### config.mk
export PLATFORM = sky130hd
export DESIGN_NAME = ubd_decoder
export DESIGN_NICKNAME = d
export VERILOG_FILES = /design/src/ubd_pkg.sv /design/src/ubd_decoder.sv /design/src/ubd_fifo.sv
export SDC_FILE = /design/constraint.sdc
export NUM_CORES = 1
export LEC_CHECK = 0
export BUFFER_PORTS_ARGS = -buffer_cell sky130_fd_sc_hd__buf_2
export CAP_MARGIN = 30
export CORE_MARGIN = 4
export CORE_UTILIZATION = 46
export DETAILED_ROUTE_END_ITERATION = 12
export PLACE_DENSITY_LB_ADDON = 0.08
export SETUP_SLACK_MARGIN = 0.5
export SLEW_MARGIN = 20
export SYNTH_ARGS = -nofsm -noshare
export SYNTH_HDL_FRONTEND = slang
export SYNTH_SLANG_ARGS = --single-unit
### constraint.sdc
create_clock -name clk -period 3.1 [get_ports clk]
set_clock_uncertainty 0.2 [all_clocks]
set_input_delay 0.31 -clock clk [delete_from_list [all_inputs] [get_ports clk]]
set_output_delay 0.31 -clock clk [all_outputs]
set_load 0.005 [all_outputs]
### src/ubd_pkg.sv
// package for the usb boot vendor request decoder
package ubd_pkg;
	localparam logic [7:0] REQ_TYPE_VENDOR_OUT = 8'h40;
	localparam logic [7:0] REQ_QUERY_INFO = 8'h00;
	localparam logic [7:0] REQ_SET_ADDR = 8'h01;
	localparam logic [7:0] REQ_SET_LEN = 8'h02;
	localparam logic [7:0] REQ_FLUSH = 8'h03;
	localparam logic [7:0] REQ_START_MOVE = 8'h04;
	localparam logic [7:0] REQ_START_DIRECT = 8'h05;
	localparam logic [3:0] INFO_BYTES = 4'h8;
	localparam logic [7:0] APB_IO_TOP = 8'h10;
	localparam logic [7:0] AHB_IO_TOP = 8'h13;
	localparam int FIFO_DEPTH = 32;
	localparam int DATA_W = 8;

	typedef struct packed {
		logic [7:0] req_type;
		logic [7:0] req_code;
		logic [15:0] value;
		logic [15:0] index;
		logic [15:0] length;
	} ubd_setup_t;

	typedef enum logic [1:0] {
		UBD_REGION_MEM,
		UBD_REGION_APB_IO,
		UBD_REGION_AHB_IO
	} ubd_region_t;
endpackage : ubd_pkg
### src/ubd_decoder.sv
// usb boot vendor request decoder with bulk data path
// Summary of operation
// - code 01h latches the 32-bit transfer address for the next bulk transfer.
// - address is value field as bits 31:16, index field as bits 15:0.
// - code 02h latches the 32-bit byte count for the next bulk transfer.
// - length is value field as bits 31:16, index field as bits 15:0.
// - code 03h flushes instruction and data caches, ignoring value and index.
// - code 04h moves data cache to instruction cache, then branches to entry.
// - entry point is value field as bits 31:16, index field as bits 15:0.
// - code 05h branches directly to the entry point without cache move.
// - all addresses are 32 bits wide over a 4 GB space.
// - decode space: APB I/O at 0x10000000, AHB I/O at 0x13000000, 16 MB each.
// - code 00h returns eight bytes of processor information in the data stage.
// - program data moves only over bulk endpoints, never in control requests.
module ubd_decoder
	import ubd_pkg::*;
#(
	parameter logic [63:0] CPU_INFO = 64'h0123_4567_89AB_CDEF, // arbitrary identification value
	parameter int DEPTH = FIFO_DEPTH
) (
	input wire logic clk,
	input wire logic srst,
	input wire ubd_setup_t setup,
	input wire logic setup_valid,
	output logic setup_ack,
	output logic setup_stall,
	output logic [7:0] info_data,
	output logic info_valid,
	input wire logic info_ready,
	input wire logic [7:0] bulk_out_data,
	input wire logic bulk_out_valid,
	output logic bulk_out_ready,
	output logic [7:0] mem_wdata,
	output logic [31:0] mem_addr,
	output logic mem_wvalid,
	input wire logic mem_wready,
	output logic flush_icache,
	output logic flush_dcache,
	output logic cache_move,
	output logic branch_valid,
	output logic [31:0] branch_addr,
	output ubd_region_t xfer_region,
	output logic xfer_active,
	output logic xfer_done
);
	typedef enum logic [1:0] {ST_IDLE, ST_INFO, ST_XFER} ubd_state_t;

	ubd_state_t st_q, st_d;
	logic [31:0] addr_q, addr_d, len_q, len_d, cnt_q, cnt_d, word;
	logic addr_ok_q, addr_ok_d, len_ok_q, len_ok_d;
	logic [3:0] info_idx_q, info_idx_d;
	logic ack_q, ack_d, stall_q, stall_d, fl_q, fl_d, mv_q, mv_d, br_q, br_d, done_q, done_d;
	logic [31:0] br_addr_q, br_addr_d;
	logic [7:0] info_q, info_d;
	logic info_v_q, info_v_d;
	ubd_region_t reg_q, reg_d;
	logic type_ok, known, fifo_in_valid, fifo_in_ready, fifo_out_valid, fifo_out_ready;
	logic [7:0] fifo_out_data;
	logic [31:0] wr_ptr_q, wr_ptr_d;
	logic act_q, act_d;

	// host fields concatenate: value is the upper half, index the lower
	assign word = {setup.value, setup.index};
	assign type_ok = (setup.req_type == REQ_TYPE_VENDOR_OUT);
	assign known = (setup.req_code <= REQ_START_DIRECT);

	// bulk data only enters while a counted transfer runs
	assign fifo_in_valid = bulk_out_valid && (st_q == ST_XFER) && (cnt_q != len_q);
	assign bulk_out_ready = fifo_in_ready && (st_q == ST_XFER) && (cnt_q != len_q);
	assign fifo_out_ready = mem_wready;

	ubd_fifo #(.WIDTH(DATA_W), .DEPTH(DEPTH)) u_fifo (
		.clk(clk),
		.srst(srst),
		.in_data(bulk_out_data),
		.in_valid(fifo_in_valid),
		.in_ready(fifo_in_ready),
		.out_data(fifo_out_data),
		.out_valid(fifo_out_valid),
		.out_ready(fifo_out_ready)
	);

	always_comb begin
		st_d = st_q;
		addr_d = addr_q;
		len_d = len_q;
		cnt_d = cnt_q;
		addr_ok_d = addr_ok_q;
		len_ok_d = len_ok_q;
		info_idx_d = info_idx_q;
		ack_d = 1'b0;
		stall_d = 1'b0;
		fl_d = 1'b0;
		mv_d = 1'b0;
		br_d = 1'b0;
		done_d = 1'b0;
		br_addr_d = br_addr_q;
		info_d = info_q;
		info_v_d = info_v_q;
		reg_d = reg_q;
		wr_ptr_d = wr_ptr_q;
		if (fifo_out_valid && mem_wready) begin
			wr_ptr_d = wr_ptr_q + 32'h0000_0001;
		end
		unique case (st_q)
			ST_IDLE: begin
				if (setup_valid) begin
					if (!type_ok || !known) begin
						stall_d = 1'b1;
					end else begin
						ack_d = 1'b1;
						unique case (setup.req_code)
							REQ_QUERY_INFO: begin
								st_d = ST_INFO;
								info_idx_d = 4'h0;
								info_d = CPU_INFO[7:0];
								info_v_d = 1'b1;
							end
							REQ_SET_ADDR: begin
								addr_d = word;
								addr_ok_d = 1'b1;
								if (word[31:24] == APB_IO_TOP) begin
									reg_d = UBD_REGION_APB_IO;
								end else if (word[31:24] == AHB_IO_TOP) begin
									reg_d = UBD_REGION_AHB_IO;
								end else begin
									reg_d = UBD_REGION_MEM;
								end
							end
							REQ_SET_LEN: begin
								len_d = word;
								len_ok_d = 1'b1;
							end
							REQ_FLUSH: fl_d = 1'b1;
							REQ_START_MOVE: begin
								mv_d = 1'b1;
								br_d = 1'b1;
								br_addr_d = word;
							end
							default: begin
								br_d = 1'b1;
								br_addr_d = word;
							end
						endcase
						// both latched: the next bulk transfer may run
						if ((setup.req_code == REQ_SET_ADDR && len_ok_q) ||
							(setup.req_code == REQ_SET_LEN && addr_ok_q)) begin
							st_d = ST_XFER;
							cnt_d = 32'h0000_0000;
							wr_ptr_d = (setup.req_code == REQ_SET_ADDR) ? word : addr_q;
						end
					end
				end
			end
			ST_INFO: begin
				if (info_ready) begin
					if (info_idx_q == INFO_BYTES - 4'h1) begin
						info_v_d = 1'b0;
						st_d = ST_IDLE;
					end else begin
						info_idx_d = info_idx_q + 4'h1;
						info_d = CPU_INFO[8*(info_idx_q+4'h1) +: 8];
					end
				end
			end
			ST_XFER: begin
				if (fifo_in_valid && fifo_in_ready) begin
					cnt_d = cnt_q + 32'h0000_0001;
				end
				// the fifo must drain before the transfer is declared over
				if (cnt_q == len_q && !fifo_out_valid) begin
					st_d = ST_IDLE;
					done_d = 1'b1;
					addr_ok_d = 1'b0;
					len_ok_d = 1'b0;
				end
			end
			default: st_d = ST_IDLE;
		endcase
		// registered copy of the transfer state so the output comes from a flop
		act_d = (st_d == ST_XFER);
	end

	always_ff @(posedge clk) begin
		if (srst) begin
			st_q <= ST_IDLE;
			addr_q <= '0;
			len_q <= '0;
			cnt_q <= '0;
			addr_ok_q <= 1'b0;
			len_ok_q <= 1'b0;
			info_idx_q <= '0;
			ack_q <= 1'b0;
			stall_q <= 1'b0;
			fl_q <= 1'b0;
			mv_q <= 1'b0;
			br_q <= 1'b0;
			done_q <= 1'b0;
			br_addr_q <= '0;
			info_q <= '0;
			info_v_q <= 1'b0;
			reg_q <= UBD_REGION_MEM;
			wr_ptr_q <= '0;
			act_q <= 1'b0;
		end else begin
			st_q <= st_d;
			addr_q <= addr_d;
			len_q <= len_d;
			cnt_q <= cnt_d;
			addr_ok_q <= addr_ok_d;
			len_ok_q <= len_ok_d;
			info_idx_q <= info_idx_d;
			ack_q <= ack_d;
			stall_q <= stall_d;
			fl_q <= fl_d;
			mv_q <= mv_d;
			br_q <= br_d;
			done_q <= done_d;
			br_addr_q <= br_addr_d;
			info_q <= info_d;
			info_v_q <= info_v_d;
			reg_q <= reg_d;
			wr_ptr_q <= wr_ptr_d;
			act_q <= act_d;
		end
	end

	assign setup_ack = ack_q;
	assign setup_stall = stall_q;
	assign info_data = info_q;
	assign info_valid = info_v_q;
	assign flush_icache = fl_q;
	assign flush_dcache = fl_q;
	assign cache_move = mv_q;
	assign branch_valid = br_q;
	assign branch_addr = br_addr_q;
	assign xfer_region = reg_q;
	assign xfer_active = act_q;
	assign xfer_done = done_q;
	// memory side is fed straight from the fifo head; the write address tracks it
	assign mem_wdata = fifo_out_data;
	assign mem_wvalid = fifo_out_valid;
	assign mem_addr = wr_ptr_q;
endmodule : ubd_decoder

### src/ubd_fifo.sv
// synchronous fifo with valid/ready on both sides
module ubd_fifo #(
	parameter int WIDTH = 8,
	parameter int DEPTH = 32
) (
	input wire logic clk,
	input wire logic srst,
	input wire logic [WIDTH-1:0] in_data,
	input wire logic in_valid,
	output logic in_ready,
	output logic [WIDTH-1:0] out_data,
	output logic out_valid,
	input wire logic out_ready
);
	localparam int AW = $clog2(DEPTH);
	logic [WIDTH-1:0] mem [DEPTH];
	logic [AW-1:0] wr_q, wr_d, rd_q, rd_d;
	logic [AW:0] cnt_q, cnt_d;
	logic push, pop;

	assign in_ready = (cnt_q != DEPTH[AW:0]);
	assign out_valid = (cnt_q != '0);
	assign out_data = mem[rd_q];
	assign push = in_valid && in_ready;
	assign pop = out_valid && out_ready;

	always_comb begin
		wr_d = push ? wr_q + 1'b1 : wr_q;
		rd_d = pop ? rd_q + 1'b1 : rd_q;
		cnt_d = cnt_q + {{AW{1'b0}}, push} - {{AW{1'b0}}, pop};
	end

	always_ff @(posedge clk) begin
		if (push) begin
			mem[wr_q] <= in_data;
		end
		if (srst) begin
			wr_q <= '0;
			rd_q <= '0;
			cnt_q <= '0;
		end else begin
			wr_q <= wr_d;
			rd_q <= rd_d;
			cnt_q <= cnt_d;
		end
	end
endmodule : ubd_fifo

==> metrics, run 1 <==
IR drop worst, VDD 397 uV; Cell Rows 74; Clock Tree Buf Depth 3; Tcrit/Tclk final 107%; Starting Density 47.0%; Place WS 0.160 ns; final-report hold violation count 0; Slew HR 36.4%; Final ANT Viol Nets 0; P per Cell Area 631 nW/um^2; Pre-Repair DR Iteration Count 5; Yosys warning total 0; Seq/Total Area, Yosys 60.7%; CTS Buf Count 49; largest net degree at the start of global routing 89; worst hold path class input pin to register; Die ar. 45500 um^2; EDFF count, synth 256; Syn Inst Count 1542; port buffer count 153; Period minus WS final 3.32 ns; hold_ws 0.0653 ns; Yosys top cell area share 39.7%; fill count 3394; drt initial violations 835; H-tree depth 2; Setup Viol. Count Final 8; synth-to-layout area growth 20.8%; violated checks negative setup slack; required time of the critical path 2.59 ns; syn_area_per_cell 12.6 um^2; Leak Pwr 8.22 nW; first-pass GRT wire length 77300 um; status complete, but fails checks; GPL Wtd Cong 0.819; crit end category output port; Clock power frac 39.0%; Total GRT Usage 22.1%; final wirelength 49800 um; Sw Share 24.7%; worst setup margin -0.217 ns; biggest area consumer among synthesized cells edfxtp_1; Slew Limit Fails 0; CP max stage cell mux4_2; CTS tree done; NumNets Final 1849; clock latency on the worst-skew pair 0.59 ns; Synth area leaders edfxtp_1, dfxtp_1, mux4_2, nand2_1, a21oi_1; RSZ-0062 raised after global routing yes; internal power 0.0111 W; I/O pins 171; critical path, cell by cell buf_12 > buf_8 > buf_16 > mux4_2 > mux4_2 > mux2_4 > buf_6; global route total overflow 0; worst slew pin tran 0.954 ns; Post-Syn Nets 1642; vias in the first global route 13051; Setup crit start kind register; Max-cap violations 0; layout cells sized above 1 25.7%; register share of total power 44.3%; # clock sinks 459; Reg clk slew, reported paths 0.06 ns; detailed-route via count 12951; fmax 301 MHz; core area 41200 um^2; top-count cell post-synth edfxtp_1; CP most frequent cell mux4_2; most instantiated cells after synthesis edfxtp_1, nand2_1, dfxtp_1; Chip Height 213 um; via/cell ratio 5.58; ys flop type edfxtp_1; routed len/inst 21.5 um; Switch Pwr 0.00365 W; Synth Register Bits 459; FFs w/ async S/R, synth 0%; die width 213 um; Arr. time, crit path 2.81 ns; HPWL after detailed placement 32700 um; Distinct cells, synth 64; initial antenna violation count 0; Combinational Power Share 16.7%; diode count 0; CP Class register to output port; Clock Tree Root clkbuf_16; Worst Path Max Fanout 5; max incr delay on CP 0.54 ns; cell area after synthesis 19400 um^2; DRC 0
-- state kept, by name, summed over array words and instances, names as in the netlist, 2 cells and up, named ones only --
signal / flops
addr_q: 32
branch_addr: 32
cnt_q: 32
info_data: 4
info_idx_q: 4
len_q: 32
mem_addr: 32
st_q: 2
u_fifo.cnt_q: 6
u_fifo.mem: 256
u_fifo.rd_q: 5
u_fifo.wr_q: 5
xfer_region: 2
-- placed cells by master, fill, tap and decap left out, types with 11 or more instances in the layout --
master	Yosys	final
ha_1	21	19
and3_1	45	14
xor2_1	53	52
nor2_1	59	58
dfxtp_2	0	11
nand4_1	26	26
buf_4	6	42
mux4_2	80	80
a211oi_1	30	30
a21oi_1	147	144
and3_2	0	22
a2bb2oi_1	20	20
nor3_1	12	12
inv_1	26	23
or4_1	14	14
dfxtp_1	203	190
clkbuf_1	62	11
edfxtp_1	256	256
nand3_1	29	29
dlygate4sd3_1	0	40
mux2i_1	25	25
nor2b_1	18	18
nand2_1	221	220
xnor2_1	32	31
clkbuf_16	0	50
buf_2	15	147
-- cells by family (layout without fill, tap and decap cells) --
logic type	Yosys count	in the layout	synth area share [%]
AOI/OAI and AO/OA	247	247	7.87
xor gates and xnor gates	85	85	3.84
and+or+nand+nor	491	491	12.5
muxes	113	113	11.1
adders and majority gates	22	22	1.46
DFF	459	459	60.7
other	1	1	0.0194
buffers and inverters	124	370	2.62
-- cell type report --
class,instances,area [um^2],share of cell area [%]
clock buffers,69,1390,5.94
clock inverters,21,206,0.882
inverters,26,97.6,0.417
multi-input cells,959,7380,31.5
flip-flops and latches,459,11800,50.3
well taps,532,666,2.84
repair buffers,254,1900,8.11
-- path summary, 6_finish.rpt --
check	start	cells after the start	slack (ns)	end
setup / recovery	register	7	-0.22	mem_wdata[7]
hold / removal	bulk_out_data[0]	1	0.07	u_fifo.mem[4][0]$_DFFE_PP_
setup reg to reg	cnt_q[15]$_SDFFE_PP0P_	12	0.36	u_fifo.cnt_q[4]$_SDFF_PP0_
hold reg to reg	addr_q[12]$_SDFFE_PP0P_	2	0.25	addr_q[12]$_SDFFE_PP0P_
-- power groups by stage --
| stage | combinational (W) | clock (W) | sequential [W] |
|---|---|---|---|
| 6_report | 0.00246 | 0.00576 | 0.00655 |
| 5_1_grt | 0.00264 | 0.00612 | 0.00656 |
| 4_1_cts | 0.00242 | 0.00588 | 0.00655 |
| 3_5_place_dp | 0.00197 | 0 | 0.00671 |
| 3_3_place_gp | 0.00194 | 0 | 0.00671 |
| 2_1_floorplan | 0.00137 | 0 | 0.00665 |
-- timing repair --
item / CTS / global route
endpoints found under the hold margin: 106 / 0
pin swaps: 21 / 0
gates resized for setup: 68 / 27
gates cloned: 4 / 1
setup endpoints to repair: 262 / 270
hold buffers: 40 / 0
setup buffers: 8 / 1
-- through the flow --
step,cell area [um^2],TNS [ns],util [%],power (W),std cells
2_1_floorplan,19400,0,-,0.00803,1542
3_3_place_gp,20900,0,50.7,0.00865,2176
3_5_place_dp,20900,0,50.7,0.00868,2176
4_1_cts,23300,-1.91,56.5,0.0149,2318
5_1_grt,23400,-2.01,56.8,0.0153,2320
6_report,23400,-1.55,56.8,0.0148,2320
-- critical path: cells and delay by family, from the launching register on --
family / cells / cell delay (ns)
multiplexers: 3 / 1.34
buffers and inverters: 4 / 0.50
flip-flops: 1 / 0.37
-- per-layer routing --
metal | vias to the layer above | share of wire, % | GRT usage [%]
li1 | 6135 | - | -
met1 | 6427 | 42 | 29.2
met2 | 322 | 51 | 38.1
met3 | 67 | 4.9 | 3.70
met4 | 0 | 2.2 | 5.80
met5 | - | 0 | 0
Note: power is estimated with default switching activity, not from simulation.
==> run 2, diff against run 1 <==
--- a/config.mk
+++ b/config.mk
@@ -9,6 +9,7 @@
 export CAP_MARGIN = 30
 export CORE_MARGIN = 4
 export CORE_UTILIZATION = 46
+export CTS_BUF_LIST = sky130_fd_sc_hd__clkbuf_4 sky130_fd_sc_hd__clkbuf_8 sky130_fd_sc_hd__clkbuf_16
 export DETAILED_ROUTE_END_ITERATION = 12
 export PLACE_DENSITY_LB_ADDON = 0.08
 export SETUP_SLACK_MARGIN = 0.5
==> metrics, run 2 (same netlist as run 1, synthesis figures left out) <==
Setup Viol. Count Final 8 (unchanged); required time of the critical path 2.59 ns (about the same); CP Class register to output port; Setup crit start kind register; H-tree depth 2 (unchanged); worst hold path class input pin to register; Largest Register u_fifo.mem; Worst Path Max Fanout 5 (unchanged); core area 41200 um^2 (unchanged); final wirelength 49900 um (+0.18%); P per Cell Area 635 nW/um^2 (+0.58%); detailed-route via count 12974 (+0.18%); Slew Limit Fails 0 (unchanged); layout cells sized above 1 26.3% (+0.54 points); register share of total power 44.0% (-0.3 points); global route total overflow 0 (unchanged); Slew HR 36.0% (-0.41 points); Sw Share 24.6% (-0.11 points); violated checks negative setup slack; Chip Height 213 um (unchanged); Leak Pwr 8.27 nW (+0.61%); Clock Tree Root clkbuf_16; Clock power frac 39.4% (+0.4 points); worst slew pin tran 0.960 ns (+0.00611 ns); diode count 0 (unchanged); I/O pins 171 (unchanged); Largest register FFs 256 (unchanged); # clock sinks 459 (unchanged); Period minus WS final 3.31 ns (-0.00828 ns); routed len/inst 21.5 um (+0.14%); Total GRT Usage 22.1% (+0.038 points); initial antenna violation count 0 (unchanged); worst setup margin -0.209 ns (+0.00828 ns); HPWL after detailed placement 32700 um (unchanged); crit end category output port; Die ar. 45500 um^2 (unchanged); Pre-Repair DR Iteration Count 7 (+2); Final ANT Viol Nets 0 (unchanged); r2r setup slk 0.36 ns (about the same); largest net degree at the start of global routing 89 (unchanged); Switch Pwr 0.00366 W (+0.30%); drt initial violations 869 (+4.1%); fmax 302 MHz (+0.25%); grt met1 use 29.3% (+0.029 points); clock latency on the worst-skew pair 0.60 ns (about the same); status complete, but fails checks; Clock Tree Buf Depth 3 (unchanged); final-report hold violation count 0 (unchanged); Layout Cells excl Fill 2321 (+0.043%); placed instance count 2176 (unchanged); CTS Buf Count 49 (unchanged); die width 213 um (unchanged); most common cell after layout, fill and taps aside edfxtp_1; Starting Density 47.0% (unchanged); synth-to-layout area growth 21.0%; GR Layer Usage met2 38.1% (+0.044 points); via/cell ratio 5.59 (+0.13%); most frequent cells in the layout edfxtp_1, nand2_1, dfxtp_1; port buffer count 153 (unchanged); Tcrit/Tclk final 107% (-0.27 points); vias in the first global route 13061 (+0.077%); Reg clk slew, reported paths 0.06 ns (about the same); Cell Rows 74 (unchanged); RSZ-0062 raised after global routing yes; GPL Wtd Cong 0.819 (unchanged); CTS tree done; DRC 0 (unchanged); Max-cap violations 0 (unchanged); Place WS 0.160 ns (unchanged); NumNets Final 1850 (+0.054%); grt met3 use 3.63% (-0.073 points); IR drop worst, VDD 397 uV (+0.10%); first-pass GRT wire length 77400 um (about the same); Arr. time, crit path 2.80 ns (about the same); Combinational Power Share 16.5% (-0.2 points); internal power 0.0112 W (+0.87%); GRT Max-Usage Layer met2; fill count 3397 (+0.088%)
run 2: changes by cell type in the layout (fill, tap and decap cells not counted):
| cell | previous run | this run |
|---|---|---|
| and3_4 | 9 | 5 |
| clkbuf_4 | 0 | 11 |
| dfxtp_2 | 11 | 10 |
| and3_2 | 22 | 26 |
| clkbuf_1 | 11 | 0 |
| dlygate4sd3_1 | 40 | 41 |
| dfxtp_1 | 190 | 191 |
run 2: path summary, 6_finish.rpt:
kind                                 from                     endpoint  cells after the start
setup reg to reg   cnt_q[15]$_SDFFE_PP0P_   u_fifo.cnt_q[4]$_SDFF_PP0_                     12
setup / recovery                 register                 mem_wdata[7]                      7
hold / removal           bulk_out_data[4]  u_fifo.mem[27][4]$_DFFE_PP_                      1
hold reg to reg   addr_q[14]$_SDFFE_PP0P_      addr_q[14]$_SDFFE_PP0P_                      2
run 2: what timing repair did:
action,in CTS,in global routing
endpoints found under the setup margin,262,270
gates resized for setup,69,21
pin swaps,19,0
setup buffers,8,1
cloned,4,1
hold endpoints to repair,106,0
hold buffers,41,0
run 2: per-layer routing:
metal / part of all wire, % / wire, um
met5: 0 / 0
met4: 2.3 / 1130
met3: 5.0 / 2480
met2: 51 / 25200
met1: 42 / 21100
run 2: area by class of cell:
type | instances | area (um^2) | share of cell area (%)
Clock buffer | 69 | 1430 | 6.11
Timing Repair Buffer | 255 | 1910 | 8.14
Clock inverter | 21 | 206 | 0.881
Sequential cell | 459 | 11800 | 50.2
Inverter | 26 | 97.6 | 0.416
Multi-Input combinational cell | 959 | 7360 | 31.4
Tap cell | 532 | 666 | 2.84
run 2: critical path, cell delays in order, from the launching register on:
cell and delay (ns):
dfxtp_4 0.37, buf_12 0.14, buf_8 0.12, buf_16 0.12, mux4_2 0.54, mux4_2 0.51, mux2_4 0.29, buf_6 0.12
run 2: power groups by stage:
stage	Sequential [W]	Clock, W	Combinational [W]
after floorplan	0.00665	0	0.00137
after global placement	0.00671	0	0.00194
after detailed placement	0.00671	0	0.00197
after CTS	0.00655	0.00598	0.00242
after global routing	0.00656	0.00622	0.00264
final	0.00655	0.00587	0.00246
run 2: through the flow:
step | TNS, ns | instance area [um^2] | hold WS, ns | total power, W | util [%]
5_1_grt | -1.99 | 23400 | 0.0749 | 0.0154 | 56.9
3_5_place_dp | 0 | 20900 | 0.239 | 0.00868 | 50.7
6_report | -1.53 | 23400 | 0.0654 | 0.0149 | 56.9
3_3_place_gp | 0 | 20900 | 0.232 | 0.00865 | 50.7
2_1_floorplan | 0 | 19400 | 0.185 | 0.00803 | -
4_1_cts | -1.91 | 23300 | 0.0349 | 0.0149 | 56.6
==> run 3, diff against run 2 <==
==> constraint.sdc (replaced) <==
create_clock -name clk -period 2.9 [get_ports clk]
set_clock_uncertainty 0.2 [all_clocks]
set_input_delay 0.29 -clock clk [delete_from_list [all_inputs] [get_ports clk]]
set_output_delay 0.29 -clock clk [all_outputs]
set_load 0.005 [all_outputs]
==> metrics, run 3 (same netlist as run 1, synthesis figures left out) <==
Tcrit/Tclk final 113%; port buffer count 153 (unchanged); hold_ws 0.0392 ns (-0.0262 ns); Setup Viol. Count Final 8 (unchanged); Setup crit start kind register; Cell Rows 74 (unchanged); drt initial violations 856 (-1.5%); global route total overflow 0 (unchanged); Place WS 0.0146 ns (-0.145 ns); RSZ-0062 raised after global routing yes; GPL Wtd Cong 0.846 (+3.2%); vias in the first global route 13205 (+1.1%); H-tree depth 2 (unchanged); final wirelength 51300 um (+2.9%); fin area 24200 um^2 (+3.2%); Slew HR 54.6% (+19 points); layout cells sized above 1 29.1% (+2.8 points); violated checks negative setup slack; Leak Pwr 8.54 nW (+3.4%); Total GRT Usage 22.3% (+0.21 points); worst setup margin -0.382 ns (-0.174 ns); die width 213 um (unchanged); R2R Path Start cnt_q[3]$_SDFFE_PP0P_; largest net degree at the start of global routing 78 (-12%); initial antenna violation count 1 (+1); Period minus WS final 3.28 ns; via/cell ratio 5.62 (+0.51%); Arr. time, crit path 2.79 ns (about the same); min-delay src bulk_out_data[5]; Slew Limit Fails 0 (unchanged); status complete, but fails checks; HPWL after detailed placement 32900 um (+0.79%); CP Class register to output port; Post-DP Area 21100 um^2 (+1.0%); required time of the critical path 2.41 ns (-0.18 ns); Reg clk slew, reported paths 0.06 ns (about the same); Largest register FFs 256 (unchanged); worst hold path class input pin to register; detailed-route via count 13242 (+2.1%); most common cell after layout, fill and taps aside edfxtp_1; first-pass GRT wire length 78000 um (+0.80%); final-report hold violation count 0 (unchanged); IR drop worst, VDD 396 uV (-0.27%); Chip Height 213 um (unchanged); Final ANT Viol Nets 0 (unchanged); routed len/inst 21.8 um (+1.3%); CTS tree done; Layout Cells excl Fill 2357 (+1.6%); clock latency on the worst-skew pair 0.59 ns (about the same); core area 41200 um^2 (unchanged); register area 11800 um^2 (about the same); Worst Path Max Fanout 8 (+3); # clock sinks 459 (unchanged); Clock Tree Root clkbuf_16; footprint of the multi-input gates 7540 um^2 (+2.4%); Die ar. 45500 um^2 (unchanged); crit end category output port; I/O pins 171 (unchanged); DRC 0 (unchanged); fmax 305 MHz; Clock Tree Buf Depth 3 (unchanged); most frequent cells in the layout edfxtp_1, nand2_1, dfxtp_1; P per Cell Area 672 nW/um^2 (+5.9%); CTS Buf Count 48 (-2.0%); Starting Density 47.0% (unchanged); Max-cap violations 0 (unchanged); Largest Register u_fifo.mem; placed instance count 2195 (+0.87%); Pre-Repair DR Iteration Count 5 (-2); NumNets Final 1886 (+1.9%); diode count 0 (unchanged); synth-to-layout area growth 24.8%; fill count 3267 (-3.8%); worst slew pin tran 0.680 ns (-0.280 ns)
==> run 3: cell types whose count changed in the layout (fill, tap and decap cells not counted), moves of 5 or more <==
cell     previous run  this run
and3_2             26         0
and3_4              5        31
buf_12              9        14
buf_16              4         9
buf_4              42        61
buf_6               9        15
dfxtp_1           191       181
dfxtp_2            10        21
==> run 3: path summary, 6_finish.rpt <==
| check | slack, ns | to | cells past startpoint |
|---|---|---|---|
| setup / recovery | -0.38 | mem_wdata[2] | 6 |
| setup reg to reg | 0.03 | u_fifo.cnt_q[4]$_SDFF_PP0_ | 12 |
| hold / removal | 0.04 | u_fifo.mem[19][5]$_DFFE_PP_ | 1 |
| hold reg to reg | 0.25 | addr_q[25]$_SDFFE_PP0P_ | 2 |
==> run 3: stage by stage <==
stage               utilization (%)  power (W)  TNS, ns
floorplan                         -    0.00864        0
global placement               51.2    0.00928        0
detailed placement             51.2    0.00931        0
CTS                            57.7     0.0163    -3.24
global route                   58.7     0.0169    -3.45
finish                         58.7     0.0163    -2.88
==> run 3: worst max-delay path, stage by stage, from the launching register on <==
cell and delay [ns]:
dfxtp_4 0.40, buf_12 0.18, buf_16 0.15, mux4_2 0.54
mux4_2 0.50, mux2_2 0.29, buf_2 0.13
==> run 3: routing by layer <==
metal  up-vias  global-route usage (%)  wire length, um
met5         -                       0                0
met2       376                    37.4            25300
met3       102                    3.59             2480
li1       6217                       -                -
met4         0                    8.54             1850
met1      6547                    29.4            21700
==> run 3: timing repair <==
action                                 4_1_cts  5_1_grt
gates resized for setup                    109       50
endpoints found under the hold margin      106        0
hold buffers                                41        0
gates cloned                                 6        6
buffers inserted                             6       14
setup endpoints to repair                  276      332
pin swaps                                   19       24
==> run 3: cell type report <==
class / instances / area share (%)
tap: 532 / 2.75
clock inverter: 20 / 1.04
clock buffer: 69 / 5.87
sequential: 459 / 48.7
inverter: 26 / 0.414
multi-input combinational: 959 / 31.2
timing repair buffer: 292 / 10.0
==> run 3: report_power, final <==
| part | internal, W | leakage (nW) | total (W) | switching [W] |
|---|---|---|---|---|
| combinational | 0.00151 | 3.76 | 0.00277 | 0.00126 |
| sequential | 0.00694 | 3.95 | 0.00702 | 0.0000797 |
| clock | 0.00387 | 0.841 | 0.00647 | 0.00259 |
